[config.mk]
export PLATFORM = sky130hd
export DESIGN_NAME = mssp_top
export DESIGN_NICKNAME = d
export VERILOG_FILES = /design/src/design/mssp_pkg.sv /design/src/design/mssp_top.sv
export SDC_FILE = /design/constraint.sdc
export NUM_CORES = 1
export LEC_CHECK = 0
export BUFFER_PORTS_ARGS = -buffer_cell sky130_fd_sc_hd__buf_2
export CAP_MARGIN = 20
export CORE_ASPECT_RATIO = 0.75
export CORE_MARGIN = 4
export CORE_UTILIZATION = 45
export CTS_CLUSTER_SIZE = 8
export DETAILED_ROUTE_END_ITERATION = 16
export GPL_TIMING_DRIVEN = 0
export HOLD_SLACK_MARGIN = 0.02
export PLACE_DENSITY = 0.65
export SLEW_MARGIN = 20
export SYNTH_ARGS = -nofsm -noshare
export SYNTH_HDL_FRONTEND = slang
export SYNTH_SLANG_ARGS = --single-unit
[constraint.sdc]
create_clock -name clk_sys -period 3.2 [get_ports clk_sys]
set_input_delay 0 -clock clk_sys [delete_from_list [all_inputs] [get_ports clk_sys]]
set_output_delay 0 -clock clk_sys [all_outputs]
set_load 0.005 [all_outputs]
[src/design/mssp_pkg.sv]
// Constants and types of the master serial shift port
// Behaviour
// With the port enable bit (control bit 7) set, a byte written to the data register is loaded and shifted out MSB first under a serial clock this port drives.
// The port is full duplex on one clock, the received byte replaces the sent one, and there are no separate transmit-empty or receive-full flags.
// After eight serial clock cycles the received byte is copied in parallel to a read buffer that the next data register read returns.
// The busy bit (control bit 4) stays set for as long as a byte transfer is in progress.
// The port is always master and makes the serial clock, and the peripheral returns data on the serial input line in step with it.
// Serial clock polarity and phase are programmable so sampling and shifting edges suit the peripheral.
// Two rate bits select the divider from the core clock: 00 by 8, 01 by 16, 10 by 128, 11 by 256.
// In two-wire bus mode the port honours clock slowdown by other devices and flags arbitration loss, with the data lines wire-ANDed outside.
// The interrupt source is the external channel pin (enable 0, bus mode 0), bus start or stop (enable 0, bus mode 1) or end of byte (enable 1).
// Software masks the shared external channel and clears its pending bit before enabling the port, which uses that channel's priority.
// The data register sits at register 253 and the control register at register 254 in I/O page zero.
// The clock idles at the polarity level, and data is sampled on the first edge with phase 0 or the second edge with phase 1.
package mssp_pkg;

   // Register offsets
   localparam logic [7:0] REG_IRQ_STAT = 8'hfb;
   localparam logic [7:0] REG_IRQ_MASK = 8'hfc;
   localparam logic [7:0] REG_DATA = 8'hfd;
   localparam logic [7:0] REG_CTRL = 8'hfe;

   // Control register field positions
   localparam int CTRL_EN_BIT = 7;
   localparam int CTRL_BM_BIT = 6;
   localparam int CTRL_CPOL_BIT = 5;
   localparam int CTRL_BUSY_BIT = 4;
   localparam int CTRL_CPHA_BIT = 3;
   localparam int CTRL_RATE_HI_BIT = 1;
   localparam int CTRL_RATE_LO_BIT = 0;

   // Interrupt status and mask field positions
   localparam int IRQ_BYTE_DONE_BIT = 0;
   localparam int IRQ_START_STOP_BIT = 1;
   localparam int IRQ_EXT_CHAN_BIT = 2;
   localparam int IRQ_ARB_LOST_BIT = 3;
   localparam int IRQ_W = 4;

   // Values after reset
   localparam logic [7:0] CTRL_RESET = 8'h00;
   localparam logic [3:0] IRQ_STAT_RESET = 4'h0;
   localparam logic [3:0] IRQ_MASK_RESET = 4'h0;
   localparam logic [7:0] RX_BUF_RESET = 8'h00;

   // Serial clock dividers of the core clock, and half periods in cycles
   localparam int DIV_R00 = 8;
   localparam int DIV_R01 = 16;
   localparam int DIV_R10 = 128;
   localparam int DIV_R11 = 256;
   localparam logic [7:0] HALF_R00 = 8'(DIV_R00 / 2);
   localparam logic [7:0] HALF_R01 = 8'(DIV_R01 / 2);
   localparam logic [7:0] HALF_R10 = 8'(DIV_R10 / 2);
   localparam logic [7:0] HALF_R11 = 8'(DIV_R11 / 2);

   // Eight serial clock cycles make sixteen clock edges
   localparam logic [4:0] EDGES_PER_BYTE = 5'h10;

   typedef struct packed {
      logic en;
      logic bus_mode;
      logic cpol;
      logic busy;
      logic cpha;
      logic rsv;
      logic [1:0] rate;
   } mssp_ctrl_t;

   typedef struct packed {
      logic scl;
      logic sda;
      logic ext;
   } mssp_pins_t;

   typedef enum logic [2:0] {
      ST_IDLE = 3'b001,
      ST_RUN = 3'b010,
      ST_DONE = 3'b100
   } mssp_state_t;

endpackage

[src/design/mssp_top.sv]
// Master serial shift port: register slave, clock divider, shifter and interrupt logic
`timescale 1ns/1ps
module mssp_top #(
   parameter int ADDR_W = 8
) (
   // Clock and reset
   input wire logic clk_sys,
   input wire logic resetn,
   // Register port
   input wire logic [ADDR_W-1:0] reg_addr,
   input wire logic [7:0] reg_wdata,
   input wire logic reg_wr,
   input wire logic reg_rd,
   output logic [7:0] reg_rdata,
   // Serial clock, open drain in bus mode
   input wire logic sck_in,
   output logic sck_out,
   output logic sck_oe,
   // Serial data
   output logic serial_out_line,
   input wire logic serial_in_line,
   // Shared external interrupt channel pin
   input wire logic shared_ext_irq_channel,
   // Interrupt
   output logic irq
);

   if (ADDR_W < 8) begin : g_addr_check
      $error("mssp_top: ADDR_W must be at least 8");
   end

   mssp_pkg::mssp_ctrl_t ctrl_q;
   mssp_pkg::mssp_state_t state_q;
   mssp_pkg::mssp_pins_t sync1_q;
   mssp_pkg::mssp_pins_t sync2_q;
   mssp_pkg::mssp_pins_t prev_q;

   logic [7:0] tx_q;
   logic [7:0] rx_q;
   logic [7:0] rx_buf_q;
   logic [4:0] edge_cnt_q;
   logic [7:0] div_cnt_q;
   logic [7:0] half_sel;
   logic sck_level_q;
   logic sck_level_d;
   logic sdo_q;
   logic [3:0] irq_stat_q;
   logic [3:0] irq_mask_q;
   logic [3:0] irq_evt;
   logic [3:0] irq_clr;
   logic [7:0] rdata_q;
   logic sck_out_q;
   logic sck_oe_q;
   logic irq_q;

   logic sel_data;
   logic sel_ctrl;
   logic sel_stat;
   logic sel_mask;
   logic start_xfer;
   logic stretch;
   logic tick;
   logic leading;
   logic sample_edge;
   logic last_edge;
   logic arb_lost;
   logic abort;
   logic busy;
   logic bus_start;
   logic bus_stop;
   logic ext_rise;

   // Address decode
   assign sel_data = (reg_addr == ADDR_W'(mssp_pkg::REG_DATA));
   assign sel_ctrl = (reg_addr == ADDR_W'(mssp_pkg::REG_CTRL));
   assign sel_stat = (reg_addr == ADDR_W'(mssp_pkg::REG_IRQ_STAT));
   assign sel_mask = (reg_addr == ADDR_W'(mssp_pkg::REG_IRQ_MASK));

   assign busy = (state_q != mssp_pkg::ST_IDLE);

   // A data write while enabled and idle starts a byte
   assign start_xfer = reg_wr && sel_data && ctrl_q.en && !busy;

   // Pin synchronisers; only the second stage and its delayed copy prev_q are read
   always_ff @(posedge clk_sys) begin
      if (!resetn) begin
         sync1_q <= '0;
         sync2_q <= '0;
         prev_q <= '0;
      end else begin
         sync1_q <= '{scl: sck_in, sda: serial_in_line, ext: shared_ext_irq_channel};
         sync2_q <= sync1_q;
         prev_q <= sync2_q;
      end
   end

   // Control register; the busy bit is status only
   always_ff @(posedge clk_sys) begin
      if (!resetn) begin
         ctrl_q <= mssp_pkg::CTRL_RESET;
      end else if (reg_wr && sel_ctrl) begin
         ctrl_q.en <= reg_wdata[mssp_pkg::CTRL_EN_BIT];
         ctrl_q.bus_mode <= reg_wdata[mssp_pkg::CTRL_BM_BIT];
         ctrl_q.cpol <= reg_wdata[mssp_pkg::CTRL_CPOL_BIT];
         ctrl_q.cpha <= reg_wdata[mssp_pkg::CTRL_CPHA_BIT];
         ctrl_q.rate <= {reg_wdata[mssp_pkg::CTRL_RATE_HI_BIT],
                         reg_wdata[mssp_pkg::CTRL_RATE_LO_BIT]};
      end
   end

   // Half period of the serial clock in core cycles
   always_comb begin
      unique case (ctrl_q.rate)
         2'b00: half_sel = mssp_pkg::HALF_R00;
         2'b01: half_sel = mssp_pkg::HALF_R01;
         2'b10: half_sel = mssp_pkg::HALF_R10;
         2'b11: half_sel = mssp_pkg::HALF_R11;
      endcase
   end

   // Bus mode: a released clock held low by another device stalls the divider
   assign stretch = ctrl_q.bus_mode && sck_level_q && !sync2_q.scl;

   assign tick = (state_q == mssp_pkg::ST_RUN) && !stretch
                 && (div_cnt_q == half_sel - 8'h01);

   // Edge 0 is the leading edge of the first serial clock cycle
   assign leading = !edge_cnt_q[0];
   assign sample_edge = leading ^ ctrl_q.cpha;
   assign last_edge = (edge_cnt_q == mssp_pkg::EDGES_PER_BYTE - 5'h01);

   // Bus mode: a released one read back as zero loses the bus
   assign arb_lost = tick && sample_edge && ctrl_q.bus_mode
                     && sdo_q && !sync2_q.sda;
   assign abort = (state_q == mssp_pkg::ST_RUN) && (arb_lost || !ctrl_q.en);

   // Divider producing one enable pulse per half period
   always_ff @(posedge clk_sys) begin
      if (!resetn) begin
         div_cnt_q <= 8'h00;
      end else if (state_q != mssp_pkg::ST_RUN || tick) begin
         div_cnt_q <= 8'h00;
      end else if (!stretch) begin
         div_cnt_q <= div_cnt_q + 8'h01;
      end
   end

   // Transfer sequencer
   always_ff @(posedge clk_sys) begin
      if (!resetn) begin
         state_q <= mssp_pkg::ST_IDLE;
         edge_cnt_q <= 5'h00;
      end else begin
         unique case (state_q)
            mssp_pkg::ST_IDLE: begin
               edge_cnt_q <= 5'h00;
               if (start_xfer) begin
                  state_q <= mssp_pkg::ST_RUN;
               end
            end
            mssp_pkg::ST_RUN: begin
               if (abort) begin
                  state_q <= mssp_pkg::ST_IDLE;
               end else if (tick) begin
                  edge_cnt_q <= edge_cnt_q + 5'h01;
                  if (last_edge) begin
                     state_q <= mssp_pkg::ST_DONE;
                  end
               end
            end
            mssp_pkg::ST_DONE: begin
               state_q <= mssp_pkg::ST_IDLE;
            end
            default: begin
               state_q <= mssp_pkg::ST_IDLE;
            end
         endcase
      end
   end

   // Serial clock level: idles at polarity, toggles on each half period
   always_comb begin
      sck_level_d = sck_level_q;
      if (state_q != mssp_pkg::ST_RUN || abort) begin
         sck_level_d = ctrl_q.cpol;
      end else if (tick) begin
         sck_level_d = !sck_level_q;
      end
   end

   always_ff @(posedge clk_sys) begin
      if (!resetn) begin
         sck_level_q <= 1'b0;
      end else begin
         sck_level_q <= sck_level_d;
      end
   end

   // Clock pin: push-pull normally, drive-low-only in bus mode
   always_ff @(posedge clk_sys) begin
      if (!resetn) begin
         sck_out_q <= 1'b0;
         sck_oe_q <= 1'b0;
      end else begin
         sck_out_q <= ctrl_q.bus_mode ? 1'b0 : sck_level_d;
         sck_oe_q <= ctrl_q.en && (!ctrl_q.bus_mode || !sck_level_d);
      end
   end

   // Transmit shifter, MSB first
   always_ff @(posedge clk_sys) begin
      if (!resetn) begin
         tx_q <= 8'h00;
         sdo_q <= 1'b1;
      end else if (start_xfer) begin
         tx_q <= reg_wdata;
         sdo_q <= ctrl_q.cpha ? 1'b1 : reg_wdata[7];
      end else if (abort || state_q == mssp_pkg::ST_DONE) begin
         sdo_q <= 1'b1;
      end else if (tick && !sample_edge) begin
         if (ctrl_q.cpha) begin
            sdo_q <= tx_q[7];
            tx_q <= {tx_q[6:0], 1'b0};
         end else if (!last_edge) begin
            sdo_q <= tx_q[6];
            tx_q <= {tx_q[6:0], 1'b0};
         end
      end
   end

   // Receive shifter on the sampling edges, same clock as transmit
   always_ff @(posedge clk_sys) begin
      if (!resetn) begin
         rx_q <= 8'h00;
      end else if (tick && sample_edge && state_q == mssp_pkg::ST_RUN) begin
         rx_q <= {rx_q[6:0], sync2_q.sda};
      end
   end

   // Read buffer loaded in parallel at the end of the byte
   always_ff @(posedge clk_sys) begin
      if (!resetn) begin
         rx_buf_q <= mssp_pkg::RX_BUF_RESET;
      end else if (state_q == mssp_pkg::ST_DONE) begin
         rx_buf_q <= rx_q;
      end
   end

   // Bus start and stop while the port is off
   assign bus_start = sync2_q.scl && prev_q.scl && prev_q.sda && !sync2_q.sda;
   assign bus_stop = sync2_q.scl && prev_q.scl && !prev_q.sda && sync2_q.sda;
   assign ext_rise = sync2_q.ext && !prev_q.ext;

   // Interrupt source selection by enable and bus mode
   always_comb begin
      irq_evt = '0;
      irq_evt[mssp_pkg::IRQ_BYTE_DONE_BIT] = ctrl_q.en
                                             && (state_q == mssp_pkg::ST_DONE);
      irq_evt[mssp_pkg::IRQ_START_STOP_BIT] = !ctrl_q.en && ctrl_q.bus_mode
                                              && (bus_start || bus_stop);
      irq_evt[mssp_pkg::IRQ_EXT_CHAN_BIT] = !ctrl_q.en && !ctrl_q.bus_mode
                                            && ext_rise;
      irq_evt[mssp_pkg::IRQ_ARB_LOST_BIT] = ctrl_q.en && arb_lost;
   end

   assign irq_clr = (reg_wr && sel_stat) ? reg_wdata[3:0] : 4'h0;

   // Sticky status, write one to clear, a new event wins
   always_ff @(posedge clk_sys) begin
      if (!resetn) begin
         irq_stat_q <= mssp_pkg::IRQ_STAT_RESET;
      end else begin
         irq_stat_q <= (irq_stat_q & ~irq_clr) | irq_evt;
      end
   end

   always_ff @(posedge clk_sys) begin
      if (!resetn) begin
         irq_mask_q <= mssp_pkg::IRQ_MASK_RESET;
      end else if (reg_wr && sel_mask) begin
         irq_mask_q <= reg_wdata[3:0];
      end
   end

   always_ff @(posedge clk_sys) begin
      if (!resetn) begin
         irq_q <= 1'b0;
      end else begin
         irq_q <= |(irq_stat_q & irq_mask_q);
      end
   end

   // Read data, valid only in the cycle after the read strobe
   always_ff @(posedge clk_sys) begin
      if (!resetn) begin
         rdata_q <= 8'h00;
      end else if (reg_rd) begin
         if (sel_data) begin
            rdata_q <= rx_buf_q;
         end else if (sel_ctrl) begin
            rdata_q <= {ctrl_q.en, ctrl_q.bus_mode, ctrl_q.cpol, busy,
                        ctrl_q.cpha, 1'b0, ctrl_q.rate};
         end else if (sel_stat) begin
            rdata_q <= {4'h0, irq_stat_q};
         end else if (sel_mask) begin
            rdata_q <= {4'h0, irq_mask_q};
         end else begin
            rdata_q <= 8'h00;
         end
      end else begin
         rdata_q <= 8'h00;
      end
   end

   assign reg_rdata = rdata_q;
   assign sck_out = sck_out_q;
   assign sck_oe = sck_oe_q;
   assign serial_out_line = sdo_q;
   assign irq = irq_q;

endmodule

==> flow_metrics.py, run 1 <==
metrics = {
    "outcome": {
        "status": "finished clean",
    },
    "synth": {
        "async_flop_share_pct": 0,
        "seq_area_frac_synth_pct": 43.2,
        "synth-edff-count": 0,
        "ys.flop_type": "dfxtp_1",
        "ys_seq_elements": 76,
        "yosys.cell_types.count": 52,
        "synthesis.nets": 418,
        "synth_area_mm2": 0.00352,
        "ys_warn_count": 0,
        "avgSynthCellArea_um2": 9.00,
        "syn_inst": 391,
    },
    "place": {
        "gp_congestion": 0.867,
        "post-place-ws_ns": 0.499,
        "detailedPlacementHpwl_um": 6220,
        "port_buffers": 31,
    },
    "floorplan": {
        "ios": 35,
        "dieArea_mm2": 0.00931,
        "initial_core_util_pct": 47.1,
        "die_height_um": 84.6,
        "core_region_area_mm2": 0.00747,
        "num_rows": 27,
        "die_w_um": 110,
    },
    "pwr": {
        "ir_drop_v": 0.000247,
        "leakage_nw": 1.50,
        "power_density_mw_per_mm2": 447,
    },
    "timing": {
        "finalSetupViolCount": 0,
        "slew-limit-headroom_pct": 43.5,
        "fmax_ghz": 0.370,
        "worst_pin_slew_ns": 0.837,
        "fin_skew_ns": 0.00772,
        "setup_slack_ns": 0.499,
        "drv_slew": 0,
        "fin_crit_sh_pct": 84.4,
        "fin_crit_ns": 2.70,
        "rsz0062_at_grt": "no",
        "finalSetupTns_ns": 0,
        "finalHoldViolCount": 0,
    },
    "run": {
        "cap_violations": 0,
    },
    "finish": {
        "multiInputGateArea_mm2": 0.00188,
        "layout.cells.most_common": "dfxtp_1",
        "n_fill_cell": 687,
        "final_layout_size_suffix_gt1_share_pct": 12.1,
        "seq_area_mm2": 0.00152,
        "layout_common_cells": "dfxtp_1, buf_2, mux2i_1, nor2_1, nand2_1",
        "fin_nets": 470,
        "antenna-diode-count": 0,
        "syn2layout_area_growth_pct": 17.2,
    },
    "hold_path": {
        "min_path_type": "in -> reg",
        "hold_path_depth": 3,
        "hold_path_end": "reg_rdata[7]",
        "hp-start": "reg_rd",
    },
    "drt": {
        "first_pass_iters": 4,
        "drc": 0,
        "dr_total_vias": 2949,
        "drt-total-wl_um": 8340,
        "wl_per_cell_um": 15.2,
        "ant_nets": 0,
        "drt_iter0_drc": 160,
        "viasPerCell": 5.37,
    },
    "critical_path": {
        "rr_worst_depth": 7,
        "cp_max_fo": 7,
        "cp-end-kind": "register",
        "reg2reg_slack_ns": 0.50,
        "critPathBufInv": 0,
        "worstReg2RegStart": "ctrl_q[0]",
        "cp_data_arrival_time_ns": 2.94,
        "critPathKind": "reg -> reg",
        "crit_path_start": "ctrl_q[0]",
        "r2r-end": "sck_oe",
        "setup.worst_path.start_class": "register",
        "crit_chain": "or2_2 -> ha_1 -> xnor2_1 -> or3_4 -> nor3_1 -> a211oi_1 -> o211a_1",
        "cp.required_ns": 3.44,
        "cp_slowest_cell": "nor3_1",
        "path_delay_family": "simple AND/OR/NAND/NOR gates",
        "max_stage_delay_ns": 0.57,
    },
    "grt": {
        "antenna_found_initial": 0,
        "grt_pass1_wl_um": 13600,
        "track_usage_pct": 18.7,
        "grt-ovfl-total": 0,
        "grt_pass1_vias": 2718,
        "grt_max_degree": 15,
    },
    "clock_tree": {
        "clk_latency_ns": 0.35,
        "cts_buffer_depth": 2,
        "cts_tree": "done",
        "cts_root_buf": "clkbuf_8",
        "clock-sinks": 76,
        "numCtsBuffers": 9,
        "h-tree-depth": 3,
        "post-cts-setup-buffer-count": 0,
        "path_clk_slew_ns": 0.08,
    },
}
## Yosys cell counts, drive strengths merged, types with 2 or more instances
master / number / area share, %
nor3b: 4 / 0.85
nand2: 27 / 2.9
xor2: 2 / 0.50
o311a: 2 / 0.57
a21oi: 8 / 1.1
a21boi: 13 / 2.8
nor2b: 26 / 4.6
xnor2: 9 / 2.2
nand3b: 4 / 0.85
and3: 13 / 2.3
nand3: 21 / 3.0
o21ai: 12 / 1.7
or2: 2 / 0.36
or3: 2 / 0.50
nand2b: 3 / 0.53
inv: 12 / 1.3
a211oi: 2 / 0.43
o2111ai: 2 / 0.50
nand4: 5 / 0.89
o2bb2ai: 3 / 0.75
ha: 4 / 1.4
nor2: 29 / 3.1
a22oi: 11 / 2.3
mux2i: 30 / 8.5
and2: 10 / 1.8
nor3: 11 / 1.6
dfxtp: 76 / 43
clkbuf: 18 / 1.9
o211a: 2 / 0.57
nor4: 5 / 1.5
o22ai: 5 / 1.1
o211ai: 2 / 0.43
## worst max-delay path by stage
stage,slack [ns],cells after the start,end
detailed placement,0.50,7,rx_q[0]
global route,0.35,7,tx_q[4]
floorplan,0.80,7,tx_q[0]
global placement,0.52,7,sck_oe
finish,0.50,7,sck_oe
CTS,0.50,7,rx_q[0]
## registers in the layout, indices dropped and copies added, names as in the netlist, 3 cells and up
name,flops
div_cnt_q,8
reg_rdata,8
rx_buf_q,8
rx_q,8
tx_q,8
ctrl_q,6
edge_cnt_q,5
irq_mask_q,4
irq_stat_q,4
prev_q,3
state_q,3
sync1_q,3
sync2_q,3
## routing by layer
metal	part of all wire [%]	vias up	wire [µm]	track usage, %
met5	0	-	0	0
met1	51	1385	4290	27.8
li1	-	1498	-	-
met2	42	60	3530	26.7
met4	0.76	0	63	3.69
met3	5.5	6	455	5.69
## worst register-to-register path: stages (launching register included)
cell and delay (ns):
dfxtp_1 0.39, or2_2 0.33, ha_1 0.31, xnor2_1 0.14, or3_4 0.38, nor3_1 0.57, a211oi_1 0.24, o211a_1 0.26
## where the power goes
| group | switching (W) | total [W] | leakage [nW] | internal [W] |
|---|---|---|---|---|
| clock network | 0.000371 | 0.000819 | 0.111 | 0.000448 |
| logic | 0.0000395 | 0.0000725 | 0.776 | 0.0000330 |
| registers | 0.00000278 | 0.000953 | 0.614 | 0.000950 |
| total | 0.000414 | 0.00184 | 1.50 | 0.00143 |
## metrics by stage
| stage | total power (W) | area, µm² | std cells | util (%) | hold slack [ns] |
|---|---|---|---|---|---|
| after floorplan | 0.00101 | 3520 | 391 | - | 0.127 |
| after global placement | 0.00104 | 3800 | 523 | 50.9 | 0.205 |
| after detailed placement | 0.00104 | 3800 | 523 | 50.9 | 0.217 |
| after CTS | 0.00186 | 4120 | 549 | 55.2 | 0.0656 |
| after global routing | 0.00191 | 4120 | 549 | 55.2 | 0.101 |
| final | 0.00184 | 4120 | 549 | 55.2 | 0.0800 |
## area by class of cell
cell class	instances	share of cell area [%]
Multi-Input combinational cell	284	45.6
Sequential cell	76	36.9
Timing Repair Buffer	41	6.19
Clock buffer	10	3.10
Tap cell	101	3.07
Clock inverter	6	2.31
Buffer	19	1.73
Inverter	12	1.09
## cell families (layout without fill, tap and decap cells)
logic type | after synthesis | in the layout | synth area share (%)
compound gates | 70 | 70 | 14.2
xor+xnor | 11 | 11 | 2.74
mux | 30 | 30 | 8.53
fa+ha+maj | 4 | 4 | 1.42
simple gates | 169 | 169 | 26.6
flops | 76 | 76 | 43.2
buf+inv | 31 | 88 | 3.31
## repair_timing
item,4_1_cts,5_1_grt
endpoints found under the hold margin,13,0
hold buffers,10,0
gates resized for setup,0,0
Note: power is estimated with default switching activity, not from simulation.
==> inputs of run 2 (changes only) <==
--- a/config.mk
+++ b/config.mk
@@ -14,7 +14,7 @@
 export DETAILED_ROUTE_END_ITERATION = 16
 export GPL_TIMING_DRIVEN = 0
 export HOLD_SLACK_MARGIN = 0.02
-export PLACE_DENSITY = 0.65
+export PLACE_DENSITY = 0.68
 export SLEW_MARGIN = 20
 export SYNTH_ARGS = -nofsm -noshare
 export SYNTH_HDL_FRONTEND = slang
==> constraint.sdc (replaced) <==
create_clock -name clk_sys -period 2.3 [get_ports clk_sys]
set_input_delay 0 -clock clk_sys [delete_from_list [all_inputs] [get_ports clk_sys]]
set_output_delay 0 -clock clk_sys [all_outputs]
set_load 0.005 [all_outputs]
==> flow_metrics.py, run 2 (synthesized netlist as in run 1, its figures left out) <==
metrics = {
    "outcome": {
        "status": "finished clean",
    },
    "timing": {
        "setup_slack_ns": 0.0158,
        "finalSetupViolCount": 0,
        "slew-limit-headroom_pct": 51.4,
        "rsz0062_at_grt": "yes",
        "holdWs_ns": 0.0592,
        "fmax_ghz": 0.438,
        "worst_pin_slew_ns": 0.722,
        "fin_crit_sh_pct": 99.3,
        "fin_crit_ns": 2.28,
        "finalHoldViolCount": 0,
        "drv_slew": 0,
        "fin_skew_ns": 0.0114,
    },
    "finish": {
        "fin_nets": 480,
        "layout_common_cells": "dfxtp_1, buf_2, nor2_1, mux2i_1, nand2_1",
        "n_fill_cell": 664,
        "syn2layout_area_growth_pct": 23.0,
        "final_layout_size_suffix_gt1_share_pct": 17.0,
        "antenna-diode-count": 0,
        "layout.cells.most_common": "dfxtp_1",
    },
    "drt": {
        "drt_iter0_drc": 165,
        "drc": 0,
        "dr_total_vias": 3067,
        "ant_nets": 0,
        "first_pass_iters": 4,
        "drt-total-wl_um": 8860,
        "viasPerCell": 5.49,
        "wl_per_cell_um": 15.8,
    },
    "place": {
        "detailedPlacementHpwl_um": 6130,
        "post-place-ws_ns": -0.270,
        "gp_congestion": 0.867,
        "port_buffers": 31,
    },
    "floorplan": {
        "initial_core_util_pct": 47.1,
        "die_height_um": 84.6,
        "core_region_area_mm2": 0.00747,
        "ios": 35,
        "num_rows": 27,
        "die_w_um": 110,
        "dieArea_mm2": 0.00931,
    },
    "pwr": {
        "p_sw_share_pct": 24.8,
        "leakage_nw": 1.57,
        "pwr-share-seq_pct": 52.5,
        "ir_drop_v": 0.000333,
        "comb_power_share_pct": 4.0,
        "p_int_w": 0.00189,
        "power_density_mw_per_mm2": 583,
        "clkPwrFrac_pct": 43.5,
        "power_switching_w": 0.000626,
    },
    "clock_tree": {
        "cts_tree": "done",
        "clock-sinks": 76,
        "cts_root_buf": "clkbuf_8",
        "h-tree-depth": 3,
        "numCtsBuffers": 9,
        "clk_latency_ns": 0.37,
        "cts_buffer_depth": 2,
        "path_clk_slew_ns": 0.08,
    },
    "critical_path": {
        "cp-end-kind": "register",
        "cp_max_fo": 7,
        "cp_data_arrival_time_ns": 2.55,
        "critPathKind": "reg -> reg",
        "setup.worst_path.start_class": "register",
        "cp.required_ns": 2.57,
    },
    "grt": {
        "antenna_found_initial": 0,
        "grt_max_degree": 17,
        "grt-ovfl-total": 0,
        "grt_pass1_wl_um": 14100,
        "track_usage_pct": 19.5,
        "grt_pass1_vias": 2875,
    },
    "run": {
        "cap_violations": 0,
    },
    "hold_path": {
        "min_path_type": "in -> reg",
    },
}
run 2: cell count changes in the layout (fill, tap and decap cells not counted), sizes merged:
cell      previous run  this run
clkinv               2         1
bufinv               2         1
clkbuf              28        27
buf                 32        42
clkinvlp             0         1
inv                 14        16
run 2: final cells by class:
type | count | area, µm² | area share (%)
Sequential cell | 76 | 1530 | 35.3
Clock inverter | 7 | 88.8 | 2.05
Buffer | 19 | 71.3 | 1.65
Inverter | 12 | 45.0 | 1.04
Tap cell | 101 | 126 | 2.92
Timing Repair Buffer | 51 | 350 | 8.10
Multi-Input combinational cell | 284 | 1990 | 46.0
Clock buffer | 9 | 124 | 2.86
run 2: what timing repair did:
action / 4_1_cts / 5_1_grt
hold buffers: 10 / 0
gates resized for setup: 3 / 14
hold endpoints to repair: 16 / 0
buffers inserted: 2 / 8
endpoints found under the setup margin: 23 / 31
pin swaps: 3 / 8
run 2: per-layer routing:
metal  vias up  track usage, %  routed length [µm]  part of all wire (%)
li1       1523               -                   -                     -
met3        10            5.30                 521                   5.9
met4         0            5.70                  94                   1.1
met1      1454            27.5                4220                    48
met2        80            29.0                4030                    45
met5         -               0                   0                     0
run 2: worst paths after layout:
check | startpoint | endpoint | slack (ns) | cells past startpoint
setup / recovery | ctrl_q[0] | sck_oe | 0.02 | 7
hold / removal | reg_wdata[4] | tx_q[4] | 0.06 | 4
setup reg to reg | ctrl_q[0] | sck_oe | 0.02 | 7
hold reg to reg | sync1_q[1] | sync2_q[1] | 0.44 | 1
run 2: power by group through the flow:
stage | logic [W] | registers, W | clock network (W)
6_report | 0.000100 | 0.00132 | 0.00110
3_5_place_dp | 0.0000857 | 0.00136 | 0
4_1_cts | 0.0000992 | 0.00133 | 0.00112
5_1_grt | 0.000111 | 0.00132 | 0.00117
2_1_floorplan | 0.0000472 | 0.00136 | 0
3_3_place_gp | 0.0000851 | 0.00136 | 0
run 2: worst max-delay path, cell delays in order, from the launching register on:
cell      delay (ns)
dfxtp_4         0.38
or2_4           0.24
ha_4            0.23
xnor2_4         0.13
or3_4           0.41
o41ai_2         0.42
a211oi_2        0.14
o211a_1         0.23
run 2: through the flow:
| stage | TNS (ns) | area (µm²) | total power (W) | utilization [%] | std cells |
|---|---|---|---|---|---|
| CTS | -0.0261 | 4200 | 0.00255 | 56.2 | 551 |
| detailed placement | -3.19 | 3840 | 0.00144 | 51.4 | 523 |
| floorplan | -0.106 | 3560 | 0.00140 | - | 391 |
| global placement | -2.87 | 3840 | 0.00144 | 51.4 | 523 |
| global route | -0.643 | 4330 | 0.00260 | 58.0 | 559 |
| finish | 0 | 4330 | 0.00252 | 58.0 | 559 |
==> inputs of run 3 (changes only) <==
--- a/config.mk
+++ b/config.mk
@@ -14,7 +14,7 @@
 export DETAILED_ROUTE_END_ITERATION = 16
 export GPL_TIMING_DRIVEN = 0
 export HOLD_SLACK_MARGIN = 0.02
-export PLACE_DENSITY = 0.68
+export PLACE_DENSITY = 0.65
 export SLEW_MARGIN = 20
 export SYNTH_ARGS = -nofsm -noshare
 export SYNTH_HDL_FRONTEND = slang
==> constraint.sdc (replaced) <==
create_clock -name clk_sys -period 2.5 [get_ports clk_sys]
set_input_delay 0 -clock clk_sys [delete_from_list [all_inputs] [get_ports clk_sys]]
set_output_delay 0 -clock clk_sys [all_outputs]
set_load 0.005 [all_outputs]
==> flow_metrics.py, run 3 (synthesized netlist as in run 1, its figures left out) <==
metrics = {
    "pwr": {
        "total_power_w": 0.00236,
        "power_density_mw_per_mm2": 559,
        "leakage_nw": 1.55,
        "ir_drop_v": 0.000316,
    },
    "clock_tree": {
        "cts_buffer_depth": 2,
        "h-tree-depth": 3,
        "cts_tree": "done",
        "numCtsBuffers": 9,
        "clock-sinks": 76,
        "path_clk_slew_ns": 0.08,
        "cts_root_buf": "clkbuf_8",
        "clk_latency_ns": 0.35,
    },
    "critical_path": {
        "cp.required_ns": 2.75,
        "r2r-end": "tx_q[0]",
        "max_stage_delay_ns": 0.40,
        "cp_slowest_cell": "or3_4",
        "cp-end-kind": "register",
        "setup.worst_path.start_class": "register",
        "reg2reg_slack_ns": 0.09,
        "rr_worst_depth": 8,
        "cp-endpoint": "tx_q[0]",
        "worstReg2RegStart": "ctrl_q[1]",
        "cp_max_fo": 8,
        "critPathKind": "reg -> reg",
        "crit_path_start": "ctrl_q[1]",
        "cp_data_arrival_time_ns": 2.66,
        "crit_chain": "or2_2 -> ha_1 -> xnor2_1 -> or3_4 -> nor4_4 -> o22ai_4 -> buf_12 -> a31o_2",
    },
    "timing": {
        "finalSetupViolCount": 0,
        "drv_slew": 0,
        "setup_slack_ns": 0.0918,
        "finalHoldViolCount": 0,
        "fin_skew_ns": 0.00815,
        "fmax_ghz": 0.415,
        "worst_pin_slew_ns": 0.746,
        "fin_crit_ns": 2.41,
        "slew-limit-headroom_pct": 49.6,
        "fin_crit_sh_pct": 96.3,
        "holdWs_ns": 0.0789,
        "rsz0062_at_grt": "no",
    },
    "drt": {
        "drt-total-wl_um": 8450,
        "drc": 0,
        "drt_iter0_drc": 180,
        "viasPerCell": 5.40,
        "ant_nets": 0,
        "dr_total_vias": 2989,
        "first_pass_iters": 5,
        "wl_per_cell_um": 15.2,
    },
    "floorplan": {
        "die_w_um": 110,
        "core_region_area_mm2": 0.00747,
        "dieArea_mm2": 0.00931,
        "num_rows": 27,
        "ios": 35,
        "die_height_um": 84.6,
        "initial_core_util_pct": 47.1,
    },
    "grt": {
        "track_usage_pct": 18.8,
        "grt_max_degree": 15,
        "antenna_found_initial": 0,
        "grt_pass1_vias": 2745,
        "grt-ovfl-total": 0,
        "grt_pass1_wl_um": 13700,
        "met1_usage_pct": 27.9,
        "use_met2_pct": 26.8,
        "top_usage_layer": "met1",
        "use_met3_pct": 5.69,
    },
    "finish": {
        "syn2layout_area_growth_pct": 19.9,
        "layout_common_cells": "dfxtp_1, buf_2, mux2i_1, nor2_1, nand2_1",
        "antenna-diode-count": 0,
        "layout.cells.most_common": "dfxtp_1",
        "final_layout_size_suffix_gt1_share_pct": 13.7,
        "fin_nets": 475,
    },
    "place": {
        "detailedPlacementHpwl_um": 6220,
        "gp_congestion": 0.867,
        "post-place-ws_ns": -0.201,
        "port_buffers": 31,
    },
    "outcome": {
        "status": "finished clean",
    },
    "hold_path": {
        "min_path_type": "in -> reg",
    },
    "run": {
        "cap_violations": 0,
    },
}
## run 3: cell count changes in the layout (fill, tap and decap cells not counted), moves of 2 or more
cell	delta
nor3b_2	-2
buf_4	-4
dfxtp_4	-2
nor3b_1	+2
inv_8	-3
buf_6	-2
## run 3: critical path, delay by kind of cell, from the launching register on
family / cells / cell delay, ns
buffers and inverters: 1 / 0.17
AND/OR/NAND/NOR: 3 / 0.94
adder cells (fa/ha/maj): 1 / 0.31
flip-flops: 1 / 0.38
XOR/XNOR: 1 / 0.15
AO/OA/AOI/OAI: 2 / 0.35
## run 3: power breakdown
part / internal (W) / switching (W)
Combinational: 0.0000423 / 0.0000514
Sequential: 0.00122 / 0.00000359
Clock: 0.000573 / 0.000473
## run 3: worst min-delay path by stage
stage	endpoint	from	slack, ns	cells after the start
finish	reg_rdata[7]	reg_rd	0.08	3
global route	reg_rdata[7]	reg_rd	0.10	3
CTS	reg_rdata[7]	reg_rd	0.07	3
detailed placement	sync1_q[0]	shared_ext_irq_channel	0.22	2
global placement	sync1_q[1]	serial_in_line	0.21	2
floorplan	sync1_q[0]	shared_ext_irq_channel	0.13	1
## run 3: area by class of cell
cell class / instances / area (µm²)
Clock inverter: 6 / 95.1
Multi-Input combinational cell: 284 / 1910
Sequential cell: 76 / 1520
Clock buffer: 10 / 128
Buffer: 19 / 71.3
Inverter: 12 / 45.0
Tap cell: 101 / 126
Fill cell: 672 / 3250
Timing Repair Buffer: 46 / 318
## run 3: timing repair
action	4_1_cts	5_1_grt
pin swaps	1	5
resized for setup	4	3
hold buffers	10	0
endpoints found under the hold margin	13	0
gates cloned	0	0
setup buffers	1	4
endpoints found under the setup margin	23	32
## run 3: metrics by stage
step	utilization (%)	setup TNS [ns]	instance area [µm²]	instances
final	56.5	0	4220	554
after global routing	56.5	0	4220	554
after CTS	55.8	-0.0541	4170	550
after detailed placement	50.9	-2.87	3800	523
after global placement	50.9	-2.30	3800	523
after floorplan	-	0	3520	391
## run 3: routing by layer
metal | share of wire, % | vias up
met1 | 51 | 1391
li1 | - | 1511
met2 | 43 | 81
met4 | 0.43 | 0
met5 | 0 | -
met3 | 5.8 | 6
